### src/logic/spm_pkg.sv
// Purpose: constants, register map and carriers of the shared pin mux
// Assumes: avalon-mm slave, 32-bit data, word addressing by byte address
// Notes: two shared pads, normal set or alternate test-port set
package spm_pkg;
   localparam logic [7:0] SPM_OFF_FUNC = 8'h00;
   localparam logic [7:0] SPM_OFF_DIR = 8'h04;
   localparam logic [7:0] SPM_OFF_DOUT = 8'h08;
   localparam logic [7:0] SPM_OFF_DIN = 8'h0C;
   localparam logic [7:0] SPM_OFF_TRIG = 8'h10;
   localparam logic [7:0] SPM_OFF_STAT = 8'h14;
   localparam logic [7:0] SPM_OFF_CLR = 8'h18;
   localparam logic [7:0] SPM_OFF_IEN = 8'h1C;
   localparam logic [7:0] SPM_OFF_PINS = 8'h20;
   // func field: pad six bits 1:0, pad seven bits 3:2
   localparam int SPM_FUNC_W = 2;
   localparam logic [1:0] SPM_FN_GPIO = 2'h0;
   localparam logic [1:0] SPM_FN_IRQ = 2'h1;
   localparam logic [1:0] SPM_FN_CODEC = 2'h2;
   localparam logic [1:0] SPM_FN_DSR = 2'h3;
   // trigger field per pad: 2 bits, pad six 1:0, pad seven 3:2
   localparam logic [1:0] SPM_TRG_LEVEL = 2'h0;
   localparam logic [1:0] SPM_TRG_RISE = 2'h1;
   localparam logic [1:0] SPM_TRG_FALL = 2'h2;
   localparam logic [3:0] SPM_FUNC_RST = 4'h0;
   localparam logic [1:0] SPM_DIR_RST = 2'h0;
   localparam logic [1:0] SPM_DOUT_RST = 2'h0;
   localparam logic [3:0] SPM_TRIG_RST = 4'h0;
   localparam logic [1:0] SPM_IEN_RST = 2'h0;
   localparam logic [31:0] SPM_UNMAPPED = 32'h0000_0000;

   typedef struct packed {
      logic [7:0] address;
      logic read;
      logic write;
      logic [31:0] writedata;
      logic [3:0] byteenable;
   } spm_bus_req_t;

   typedef struct packed {
      logic [31:0] readdata;
      logic waitrequest;
   } spm_bus_rsp_t;

   typedef struct packed {
      logic [1:0] in;
      logic [1:0] out;
      logic [1:0] oe;
   } spm_pads_t;

   typedef struct packed {
      logic tx_bit;
      logic tx_primary_en;
      logic rx_bit;
      logic rx_alt_sel;
   } spm_codec_t;

   typedef struct packed {
      logic [3:0] func;
      logic [1:0] dir;
      logic [1:0] dout;
      logic [3:0] trig;
      logic [1:0] stat;
      logic [1:0] ien;
      logic [1:0] s1;
      logic [1:0] s2;
      logic [1:0] prev;
      logic bank_s1;
      logic bank_s2;
      logic ack;
      logic [31:0] rdata;
   } spm_state_t;
endpackage : spm_pkg

### src/logic/spm_shared_pin_mux.sv
// Purpose: route two shared pads to irq, gpio, codec, dsr or test reset
// Assumes: pads and bank select are asynchronous to clk_sys
// Notes: avalon slave answers one cycle after the request is seen
//
// Design decisions made here: the placing of the registers and the Avalon-MM slave port.
module spm_shared_pin_mux (
   // clock, reset, enable
   input wire logic clk_sys,
   input wire logic rst_n,
   input wire logic clk_en,
   // register bus
   input wire spm_pkg::spm_bus_req_t bus_req,
   output spm_pkg::spm_bus_rsp_t bus_rsp,
   // pads and bank select
   input wire logic pin_bank_select,
   input wire logic [1:0] pad_in,
   output logic [1:0] pad_out,
   output logic [1:0] pad_oe,
   // codec serial port
   input wire logic codec_tx_shift_bit,
   output logic codec_tx_data_alt_en,
   output logic codec_tx_primary_en,
   output logic codec_rx_shift_bit,
   output logic codec_rx_data_alt_sel,
   input wire logic codec_rx_primary_bit,
   // serial data port
   input wire logic dsr_level,
   // test port
   input wire logic trst_primary_n,
   output logic tap_trst_n,
   // interrupts
   output logic [1:0] irq_event,
   output logic irq
);
   import spm_pkg::*;

   spm_state_t q, d;
   logic [1:0] fn6, fn7;
   logic alt;
   logic [1:0] lvl;

   function automatic logic [31:0] spm_pad2(input logic [1:0] v);
      spm_pad2 = {30'h0000_0000, v};
   endfunction : spm_pad2

   function automatic logic [1:0] spm_fn(input logic [3:0] f,
                                         input int p);
      spm_fn = (p == 0) ? f[1:0] : f[3:2];
   endfunction : spm_fn

   assign fn6 = spm_fn(q.func, 0);
   assign fn7 = spm_fn(q.func, 1);
   assign alt = q.bank_s2;

   // pad drivers; alternate set leaves pad six an input
   always_comb begin
      pad_out = 2'h0;
      pad_oe = 2'h0;
      codec_tx_data_alt_en = 1'b0;
      if (!alt) begin
         case (fn6)
            SPM_FN_CODEC: begin
               pad_out[0] = codec_tx_shift_bit;
               pad_oe[0] = 1'b1;
               codec_tx_data_alt_en = 1'b1;
            end
            SPM_FN_DSR: begin
               pad_out[0] = dsr_level;
               pad_oe[0] = 1'b1;
            end
            SPM_FN_GPIO: begin
               pad_out[0] = q.dout[0];
               pad_oe[0] = q.dir[0];
            end
            default: begin
               pad_out[0] = 1'b0;
               pad_oe[0] = 1'b0;
            end
         endcase
         // pad seven has no output function besides general io
         if (fn7 == SPM_FN_GPIO || fn7 == SPM_FN_DSR) begin
            pad_out[1] = q.dout[1];
            pad_oe[1] = q.dir[1];
         end
      end else begin
         // pad seven unused in this block under alternate set; input
         pad_out[1] = 1'b0;
         pad_oe[1] = 1'b0;
      end
   end

   assign codec_tx_primary_en = !codec_tx_data_alt_en;

   // receive path is raw pad level; codec port resamples on its own clock
   assign codec_rx_data_alt_sel = !alt && (fn7 == SPM_FN_CODEC);
   assign codec_rx_shift_bit = codec_rx_data_alt_sel ?
                               pad_in[1] : codec_rx_primary_bit;

   // test reset stays combinational so it acts without any clock
   assign tap_trst_n = alt ? pad_in[0] : trst_primary_n;

   // interrupt level per pad after synchroniser
   assign lvl = q.s2;

   always_comb begin
      logic [1:0] hit;
      logic [1:0] clr;
      logic [1:0] trg;
      logic [1:0] fn;
      hit = 2'h0;
      clr = 2'h0;
      trg = 2'h0;
      fn = 2'h0;
      d = q;
      d.s1 = pad_in;
      d.s2 = q.s1;
      d.bank_s1 = pin_bank_select;
      d.bank_s2 = q.bank_s1;
      d.prev = q.s2;
      for (int i = 0; i < 2; i++) begin
         fn = spm_fn(q.func, i);
         trg = q.trig[2*i +: 2];
         if (!alt && fn == SPM_FN_IRQ) begin
            case (trg)
               SPM_TRG_LEVEL: hit[i] = !lvl[i]; // active low
               SPM_TRG_RISE: hit[i] = lvl[i] && !q.prev[i];
               SPM_TRG_FALL: hit[i] = !lvl[i] && q.prev[i];
               default: hit[i] = 1'b0;
            endcase
         end
      end
      // bus access, one wait cycle then acknowledge
      d.ack = 1'b0;
      if ((bus_req.read || bus_req.write) && !q.ack) begin
         d.ack = 1'b1;
         if (bus_req.write && bus_req.byteenable[0]) begin
            case (bus_req.address)
               SPM_OFF_FUNC: d.func = bus_req.writedata[3:0];
               SPM_OFF_DIR: d.dir = bus_req.writedata[1:0];
               SPM_OFF_DOUT: d.dout = bus_req.writedata[1:0];
               SPM_OFF_TRIG: d.trig = bus_req.writedata[3:0];
               SPM_OFF_CLR: clr = bus_req.writedata[1:0];
               SPM_OFF_IEN: d.ien = bus_req.writedata[1:0];
               default: clr = 2'h0;
            endcase
         end
         case (bus_req.address)
            SPM_OFF_FUNC: d.rdata = {28'h000_0000, q.func};
            SPM_OFF_DIR: d.rdata = spm_pad2(q.dir);
            SPM_OFF_DOUT: d.rdata = spm_pad2(q.dout);
            SPM_OFF_DIN: d.rdata = spm_pad2(lvl);
            SPM_OFF_TRIG: d.rdata = {28'h000_0000, q.trig};
            SPM_OFF_STAT: d.rdata = spm_pad2(q.stat);
            SPM_OFF_IEN: d.rdata = spm_pad2(q.ien);
            SPM_OFF_PINS: d.rdata = {31'h0000_0000, alt};
            default: d.rdata = SPM_UNMAPPED;
         endcase
      end
      // set wins over clear
      d.stat = (q.stat & ~clr) | hit;
      if (!clk_en) begin
         d = q;
      end
      if (!rst_n) begin
         d = '0;
         d.func = SPM_FUNC_RST;
         d.dir = SPM_DIR_RST;
         d.dout = SPM_DOUT_RST;
         d.trig = SPM_TRIG_RST;
         d.ien = SPM_IEN_RST;
      end
   end

   always_ff @(posedge clk_sys) begin
      q <= d;
   end

   always_comb begin
      irq_event = q.stat;
      irq = |(q.stat & q.ien);
      bus_rsp.readdata = q.rdata;
      bus_rsp.waitrequest = !q.ack;
   end
endmodule : spm_shared_pin_mux

### config.mk
export PLATFORM = sky130hd
export DESIGN_NAME = spm_shared_pin_mux
export DESIGN_NICKNAME = d
export VERILOG_FILES = /design/src/logic/spm_pkg.sv /design/src/logic/spm_shared_pin_mux.sv
export SDC_FILE = /design/constraint.sdc
export NUM_CORES = 1
export LEC_CHECK = 0
export BUFFER_PORTS_ARGS = -buffer_cell sky130_fd_sc_hd__buf_2
export CORE_MARGIN = 2
export CORE_UTILIZATION = 48
export CTS_CLUSTER_DIAMETER = 80
export DETAILED_ROUTE_END_ITERATION = 16
export GPL_TIMING_DRIVEN = 0
export PLACE_DENSITY_LB_ADDON = 0.05
export SLEW_MARGIN = 40
export SYNTH_ARGS = -nofsm -noshare
export SYNTH_HDL_FRONTEND = slang
export SYNTH_SLANG_ARGS = --single-unit
export TNS_END_PERCENT = 1
### constraint.sdc
create_clock -name clk_sys -period 3.3 [get_ports clk_sys]
set_input_delay 0 -clock clk_sys [delete_from_list [all_inputs] [get_ports clk_sys]]
set_output_delay 0 -clock clk_sys [all_outputs]
set_load 0.1 [all_outputs]
==> out/results.ini, run 1 <==
[run_status]
status=finished clean

[sta]
tightest_slew_ps=636
fmax_ghz=0.573
finalSetupViolCount=0
grt_setup_unrepaired=false
period_share_pct=52.9
setup_slack_ps=1550
layout_min_cycle_time_ps=1750
relSlewSlack_pct=57.1
finalHoldViolCount=0
maxSlewViolCount=0
fin_setup_tns_ps=0
fin_skew_ps=7.46

[cells_and_area]
area_delta_synth_final_pct=27.2
diodes=0
finalNetCount=347
final_cells=336
final_layout_size_suffix_gt1_share_pct=31.3

[drt]
dr.pass1.iters=4
drt_wl_total_um=4180
remaining_drc_errors=0
drt_iter0_markers=54
via_per_inst=4.76
ant_nets=0
routedWlPerCell_um=12.4
vias=1598

[logic_synthesis]
synth_area_um2=1800
netlist_top_cells_count=34 x buf_4, 29 x dfxtp_1, 29 x nor2_1
ys_seq_area_share_pct=32.2
synth_area_leaders=dfxtp_1 32%, buf_4 14%, mux2i_1 12%, nor2_1 6.0%, mux2_2 3.1%
syn_inst=210
ys_warn_count=0
yosysTopAreaCellShare_pct=32.2
yosysMostFrequentCell=buf_4
ys_seq_elements=29
synth_area_leader_cell=dfxtp_1
ys.flop_type=dfxtp_1
async_flop_share_pct=0
synth-edff-count=0
synthDistinctLibCells=38
synth.avg_cell_area_um2=8.58

[cts]
cts_setup_buffers=0
htree_num_levels=2
numCtsBuffers=5
clock_latency_ps=280
cts_tree=done
path_clk_slew_ps=60
cts.sinks=29
cts_max_path_buffers=2
root_buffer=clkbuf_8

[hold_path]
hp-class=in -> reg

[die]
core-area_um2=3630
rows=22
die_y_um=65.3
die_w_um=65.3
initial_utilization_pct=49.6
io_pins=101
dieArea_um2=4260

[critical_path]
crit_arrival_ps=1890
critPathMaxFanout=6
crit_path_end_kind=flop
required_ps=3450
cp-start-kind=flop
crit_type=reg -> reg

[placed_design]
dp_hpwl_um=3180
place_inst=324
place_congestion=0.876
pre_cts_ws_ps=1580
portBuffers=39

[global_route]
grt_max_degree=11
grt_pass1_wl_um=6470
grt_usage_pct=19.9
antenna_found_initial=0
grt_pass1_vias=1321
grt-ovfl-total=0

[power_and_ir_drop]
p_per_area_nw_per_um2=385
p_leak_nw=1.17
ir_drop_uv=246

[flow_run]
drv_cap=0

## report_power, final
group	internal (mW)	switching, mW
Combinational	0.0569	0.201
Clock	0.138	0.128
Sequential	0.355	0.00397
## final cells by class
cell class | count | area (um^2)
buffer | 44 | 294
timing repair buffer | 45 | 255
tap | 48 | 60.1
fill | 369 | 1340
clock buffer | 5 | 68.8
clock inverter | 1 | 5.00
sequential | 29 | 581
inverter | 10 | 37.5
multi-input combinational | 154 | 991
## placed cells by master, fill, tap and decap left out, types with 4 or more instances in the layout
master	instances
a21oi_1	8
buf_2	40
buf_4	34
clkbuf_1	8
clkbuf_8	5
conb_1	28
dfxtp_1	29
dlygate4sd3_1	6
inv_1	10
mux2_2	5
mux2i_1	22
nand2_1	6
nand3_1	5
nand4_1	5
nor2_1	29
nor2b_1	5
nor3_1	4
o21ai_0	7
## state kept, by name, summed over array words and instances, names as in the netlist
signal     cells
lvl            2
q             16
fn6            2
bus_rsp        4
fn7            2
alt            1
irq_event      2
## worst max-delay path: stages (launching register included)
cell	delay (ps)
dfxtp_1	350
nor4b_2	520
nand4_1	430
mux2i_1	260
nor2_1	60
## metal layers
| metal | up-vias | GRT usage [%] | wire (um) |
|---|---|---|---|
| met2 | 65 | 30.7 | 1880 |
| met5 | - | 0 | 0 |
| met4 | 0 | 7.81 | 53 |
| li1 | 822 | - | - |
| met1 | 707 | 27.1 | 1900 |
| met3 | 4 | 4.28 | 338 |
## cells by family after synthesis
group	count (synthesis)	share of synthesized area (%)
simple gates	71	21.1
buf+inv	54	18.4
mux	29	17.8
flops	29	32.2
compound gates	24	8.82
fa+ha+maj	2	1.39
other cells	1	0.208
## metrics by stage
stage | hold WS (ps) | power [mW] | cell area (um^2) | utilization, %
2_1_floorplan | 103 | 0.585 | 1900 | -
3_3_place_gp | 241 | 0.617 | 2160 | 59.4
3_5_place_dp | 241 | 0.618 | 2160 | 59.4
4_1_cts | 1.31 | 0.885 | 2290 | 63.1
5_1_grt | 30.4 | 0.914 | 2290 | 63.1
6_report | 7.19 | 0.884 | 2290 | 63.1
## final timing paths
path                            cells after the start                 endpoint  slack (ps)                    start
worst max-delay path                                4      fn7[1]$_SDFFE_PN0P_        1550       q[32]$_SDFFE_PN0P_
worst min-delay path                                2  bus_rsp[2]$_SDFFE_PN0P_           7              bus_req[43]
worst max register to register                      4      fn7[1]$_SDFFE_PN0P_        1550       q[32]$_SDFFE_PN0P_
worst min register to register                      2  bus_rsp[3]$_SDFFE_PN0P_         460  bus_rsp[3]$_SDFFE_PN0P_
## what timing repair did
| item | 4_1_cts | 5_1_grt |
|---|---|---|
| endpoints found under the hold margin | 8 | 0 |
| gates resized for setup | 0 | 0 |
| hold buffers | 6 | 0 |
Note: power is estimated with default switching activity, not from simulation.
==> inputs of run 2 (changes only) <==
--- a/config.mk
+++ b/config.mk
@@ -7,7 +7,7 @@
 export LEC_CHECK = 0
 export BUFFER_PORTS_ARGS = -buffer_cell sky130_fd_sc_hd__buf_2
 export CORE_MARGIN = 2
-export CORE_UTILIZATION = 48
+export CORE_UTILIZATION = 40
 export CTS_CLUSTER_DIAMETER = 80
 export DETAILED_ROUTE_END_ITERATION = 16
 export GPL_TIMING_DRIVEN = 0
==> constraint.sdc (replaced) <==
create_clock -name clk_sys -period 1.55 [get_ports clk_sys]
set_input_delay 0 -clock clk_sys [delete_from_list [all_inputs] [get_ports clk_sys]]
set_output_delay 0 -clock clk_sys [all_outputs]
set_load 0.1 [all_outputs]
==> run 2 against run 1 <==
  * Total power increased by 120%
  * Setup slack got worse by 1500 ps
  * Cell area increased by 3.4%
  * Hold slack improved by 43 ps
  * Utilization decreased by 8.7 points
  * Final cell count increased by 1.8%
  * Non-clock buffer count increased by 2
  * First-iteration DRC count decreased by 57%
  * Critical endpoint is now codec_rx_shift_bit
  * Largest cell class unchanged
==> out/results.ini, run 2 (synthesis gave the netlist of run 1 again) <==
[cells_and_area]
diodes=0  ; unchanged
top_register=q
area_delta_synth_final_pct=31.5
nFillCells=429  ; +16%
largest_reg_flops=16  ; unchanged
final_cells=342  ; +1.8%
final_cell_mix=40 x buf_4, 35 x buf_2, 28 x nor2_1, 28 x conb_1, 26 x dfxtp_1
final_layout_size_suffix_gt1_share_pct=35.2  ; +3.9 points
utilization_pct=54.4  ; -8.7 points
layout_commonest_cell=buf_4
finalNetCount=349  ; +0.58%

[sta]
fin_skew_ps=11.1  ; +3.59 ps
setup_slack_ps=43.1  ; -1510 ps
grt_setup_unrepaired=true
finalSetupViolCount=0  ; unchanged
tightest_slew_ps=664  ; +28.0 ps
finalHoldWorstSlack_ps=50.0  ; +42.8 ps
layout_min_cycle_time_ps=1510
finalHoldViolCount=0  ; unchanged
maxSlewViolCount=0  ; unchanged
fmax_ghz=0.664
period_share_pct=97.2
relSlewSlack_pct=55.3  ; -1.9 points

[global_route]
antenna_found_initial=0  ; unchanged
grt_pass1_wl_um=6570  ; +1.6%
grt-ovfl-total=0  ; unchanged
grt_max_degree=11  ; unchanged
grt_usage_pct=16.8  ; -3.1 points
grt_pass1_vias=1331  ; +0.76%

[drt]
via_per_inst=4.62  ; -2.8%
vias=1581  ; -1.1%
dr.pass1.iters=4  ; unchanged
routedWlPerCell_um=12.6  ; +1.7%
drt_wl_total_um=4320  ; +3.5%
ant_nets=0  ; unchanged
remaining_drc_errors=0  ; unchanged
drt_iter0_markers=23  ; -57%

[die]
rows=24  ; +9.1%
core-area_um2=4350  ; +20%
initial_utilization_pct=41.4  ; -8.2 points
die_y_um=71.1  ; +9.0%
io_pins=101  ; unchanged
dieArea_um2=5060  ; +19%
die_w_um=71.1  ; +9.0%

[cts]
cts_max_path_buffers=2  ; unchanged
clock_latency_ps=290  ; about the same
cts_tree=done
root_buffer=clkbuf_8
numCtsBuffers=5  ; unchanged
htree_num_levels=2  ; unchanged
cts.sinks=29  ; unchanged
path_clk_slew_ps=60  ; about the same

[hold_path]
hold_depth=3  ; +1
hp-class=in -> reg
hold_start=bus_req[5]
holdPathEnd=fn6[1]$_SDFFE_PN0P_

[power_and_ir_drop]
p_int_mw=1.18  ; +110%
total_power_mw=1.91  ; +120%
power_switching_uw=738  ; +120%
combPwrFrac_pct=28.9  ; -0.3 points
p_seq_share_pct=40.1  ; -0.5 points
p_per_area_nw_per_um2=808  ; +110%
switching_share_pct=38.5  ; +0.78 points
clockPowerShare_pct=31.0  ; +0.9 points
p_leak_nw=1.19  ; +1.7%
ir_drop_uv=535  ; +120%

[critical_path]
regToRegSetupSlack_ps=80  ; -1470 ps
crit_path_end_kind=output port
required_ps=1550  ; -1900 ps
crit_type=reg -> out
cp-start-kind=flop
crit_arrival_ps=1510  ; -380 ps
reg2reg_depth=4  ; unchanged
critPathMaxFanout=3  ; -3
r2r_end=bus_rsp[1]$_SDFFE_PN0P_
timing.rr.start=fn6[0]$_SDFFE_PN0P_

[placed_design]
portBuffers=39  ; unchanged
place_congestion=0.758  ; -13%
place_inst=328  ; +1.2%
pre_cts_ws_ps=-257  ; -1840 ps
dp_hpwl_um=3230  ; +1.3%

[flow_run]
drv_cap=0  ; unchanged

[run_status]
status=finished clean

[run 2: power by group through the flow]
stage	Sequential [mW]	Clock (mW)	Combinational (mW)
4_1_cts	0.768	0.597	0.551
6_report	0.768	0.593	0.554
3_5_place_dp	0.781	0	0.537
3_3_place_gp	0.780	0	0.536
2_1_floorplan	0.778	0	0.470
5_1_grt	0.769	0.636	0.577
[run 2: per-layer routing]
| layer | track usage [%] | share of wire (%) |
|---|---|---|
| met5 | 0 | 0 |
| met4 | 5.03 | 1.2 |
| met3 | 4.70 | 6.4 |
| met2 | 26.5 | 45 |
| met1 | 22.6 | 47 |
[run 2: how the worst max path moves through the flow]
stage,depth (start not counted),startpoint,slack (ps),endpoint
finish,5,fn7[0]$_SDFFE_PN0P_,40,codec_rx_shift_bit
global route,5,fn7[0]$_SDFFE_PN0P_,-30,codec_rx_shift_bit
global placement,4,q[32]$_SDFFE_PN0P_,-270,q[46]$_SDFFE_PN0P_
CTS,4,lvl[0]$_SDFFE_PN0P_,10,bus_rsp[1]$_SDFFE_PN0P_
detailed placement,4,q[32]$_SDFFE_PN0P_,-260,fn6[0]$_SDFFE_PN0P_
floorplan,2,alt$_SDFFE_PN0P_,-210,pad_oe[0]
[run 2: timing repair]
| item | 4_1_cts | 5_1_grt |
|---|---|---|
| hold buffers | 7 | 0 |
| pin swaps | 2 | 1 |
| endpoints found under the hold margin | 8 | 0 |
| cloned | 0 | 0 |
| resized for setup | 7 | 8 |
| buffers inserted | 2 | 0 |
| setup endpoints to repair | 19 | 22 |
[run 2: final cells by class]
type / instances / area, um^2 / share of cell area, %
timing repair buffer: 48 / 297 / 12.5
clock inverter: 1 / 5.00 / 0.211
sequential: 29 / 584 / 24.7
buffer: 43 / 294 / 12.4
clock buffer: 5 / 68.8 / 2.90
multi-input combinational: 154 / 1010 / 42.8
inverter: 10 / 41.3 / 1.74
tap: 52 / 65.1 / 2.75
[run 2: worst max-delay path: stages (launching register included)]
cell	delay, ps
dfxtp_1	330
inv_1	80
ha_1	140
nor2b_4	140
mux2_2	350
buf_6	190
[run 2: per-stage QoR]
stage | cell area (um^2) | TNS [ps]
2_1_floorplan | 1920 | -511
3_3_place_gp | 2180 | -2270
3_5_place_dp | 2180 | -2080
4_1_cts | 2360 | 0
5_1_grt | 2370 | -32.9
6_report | 2370 | 0
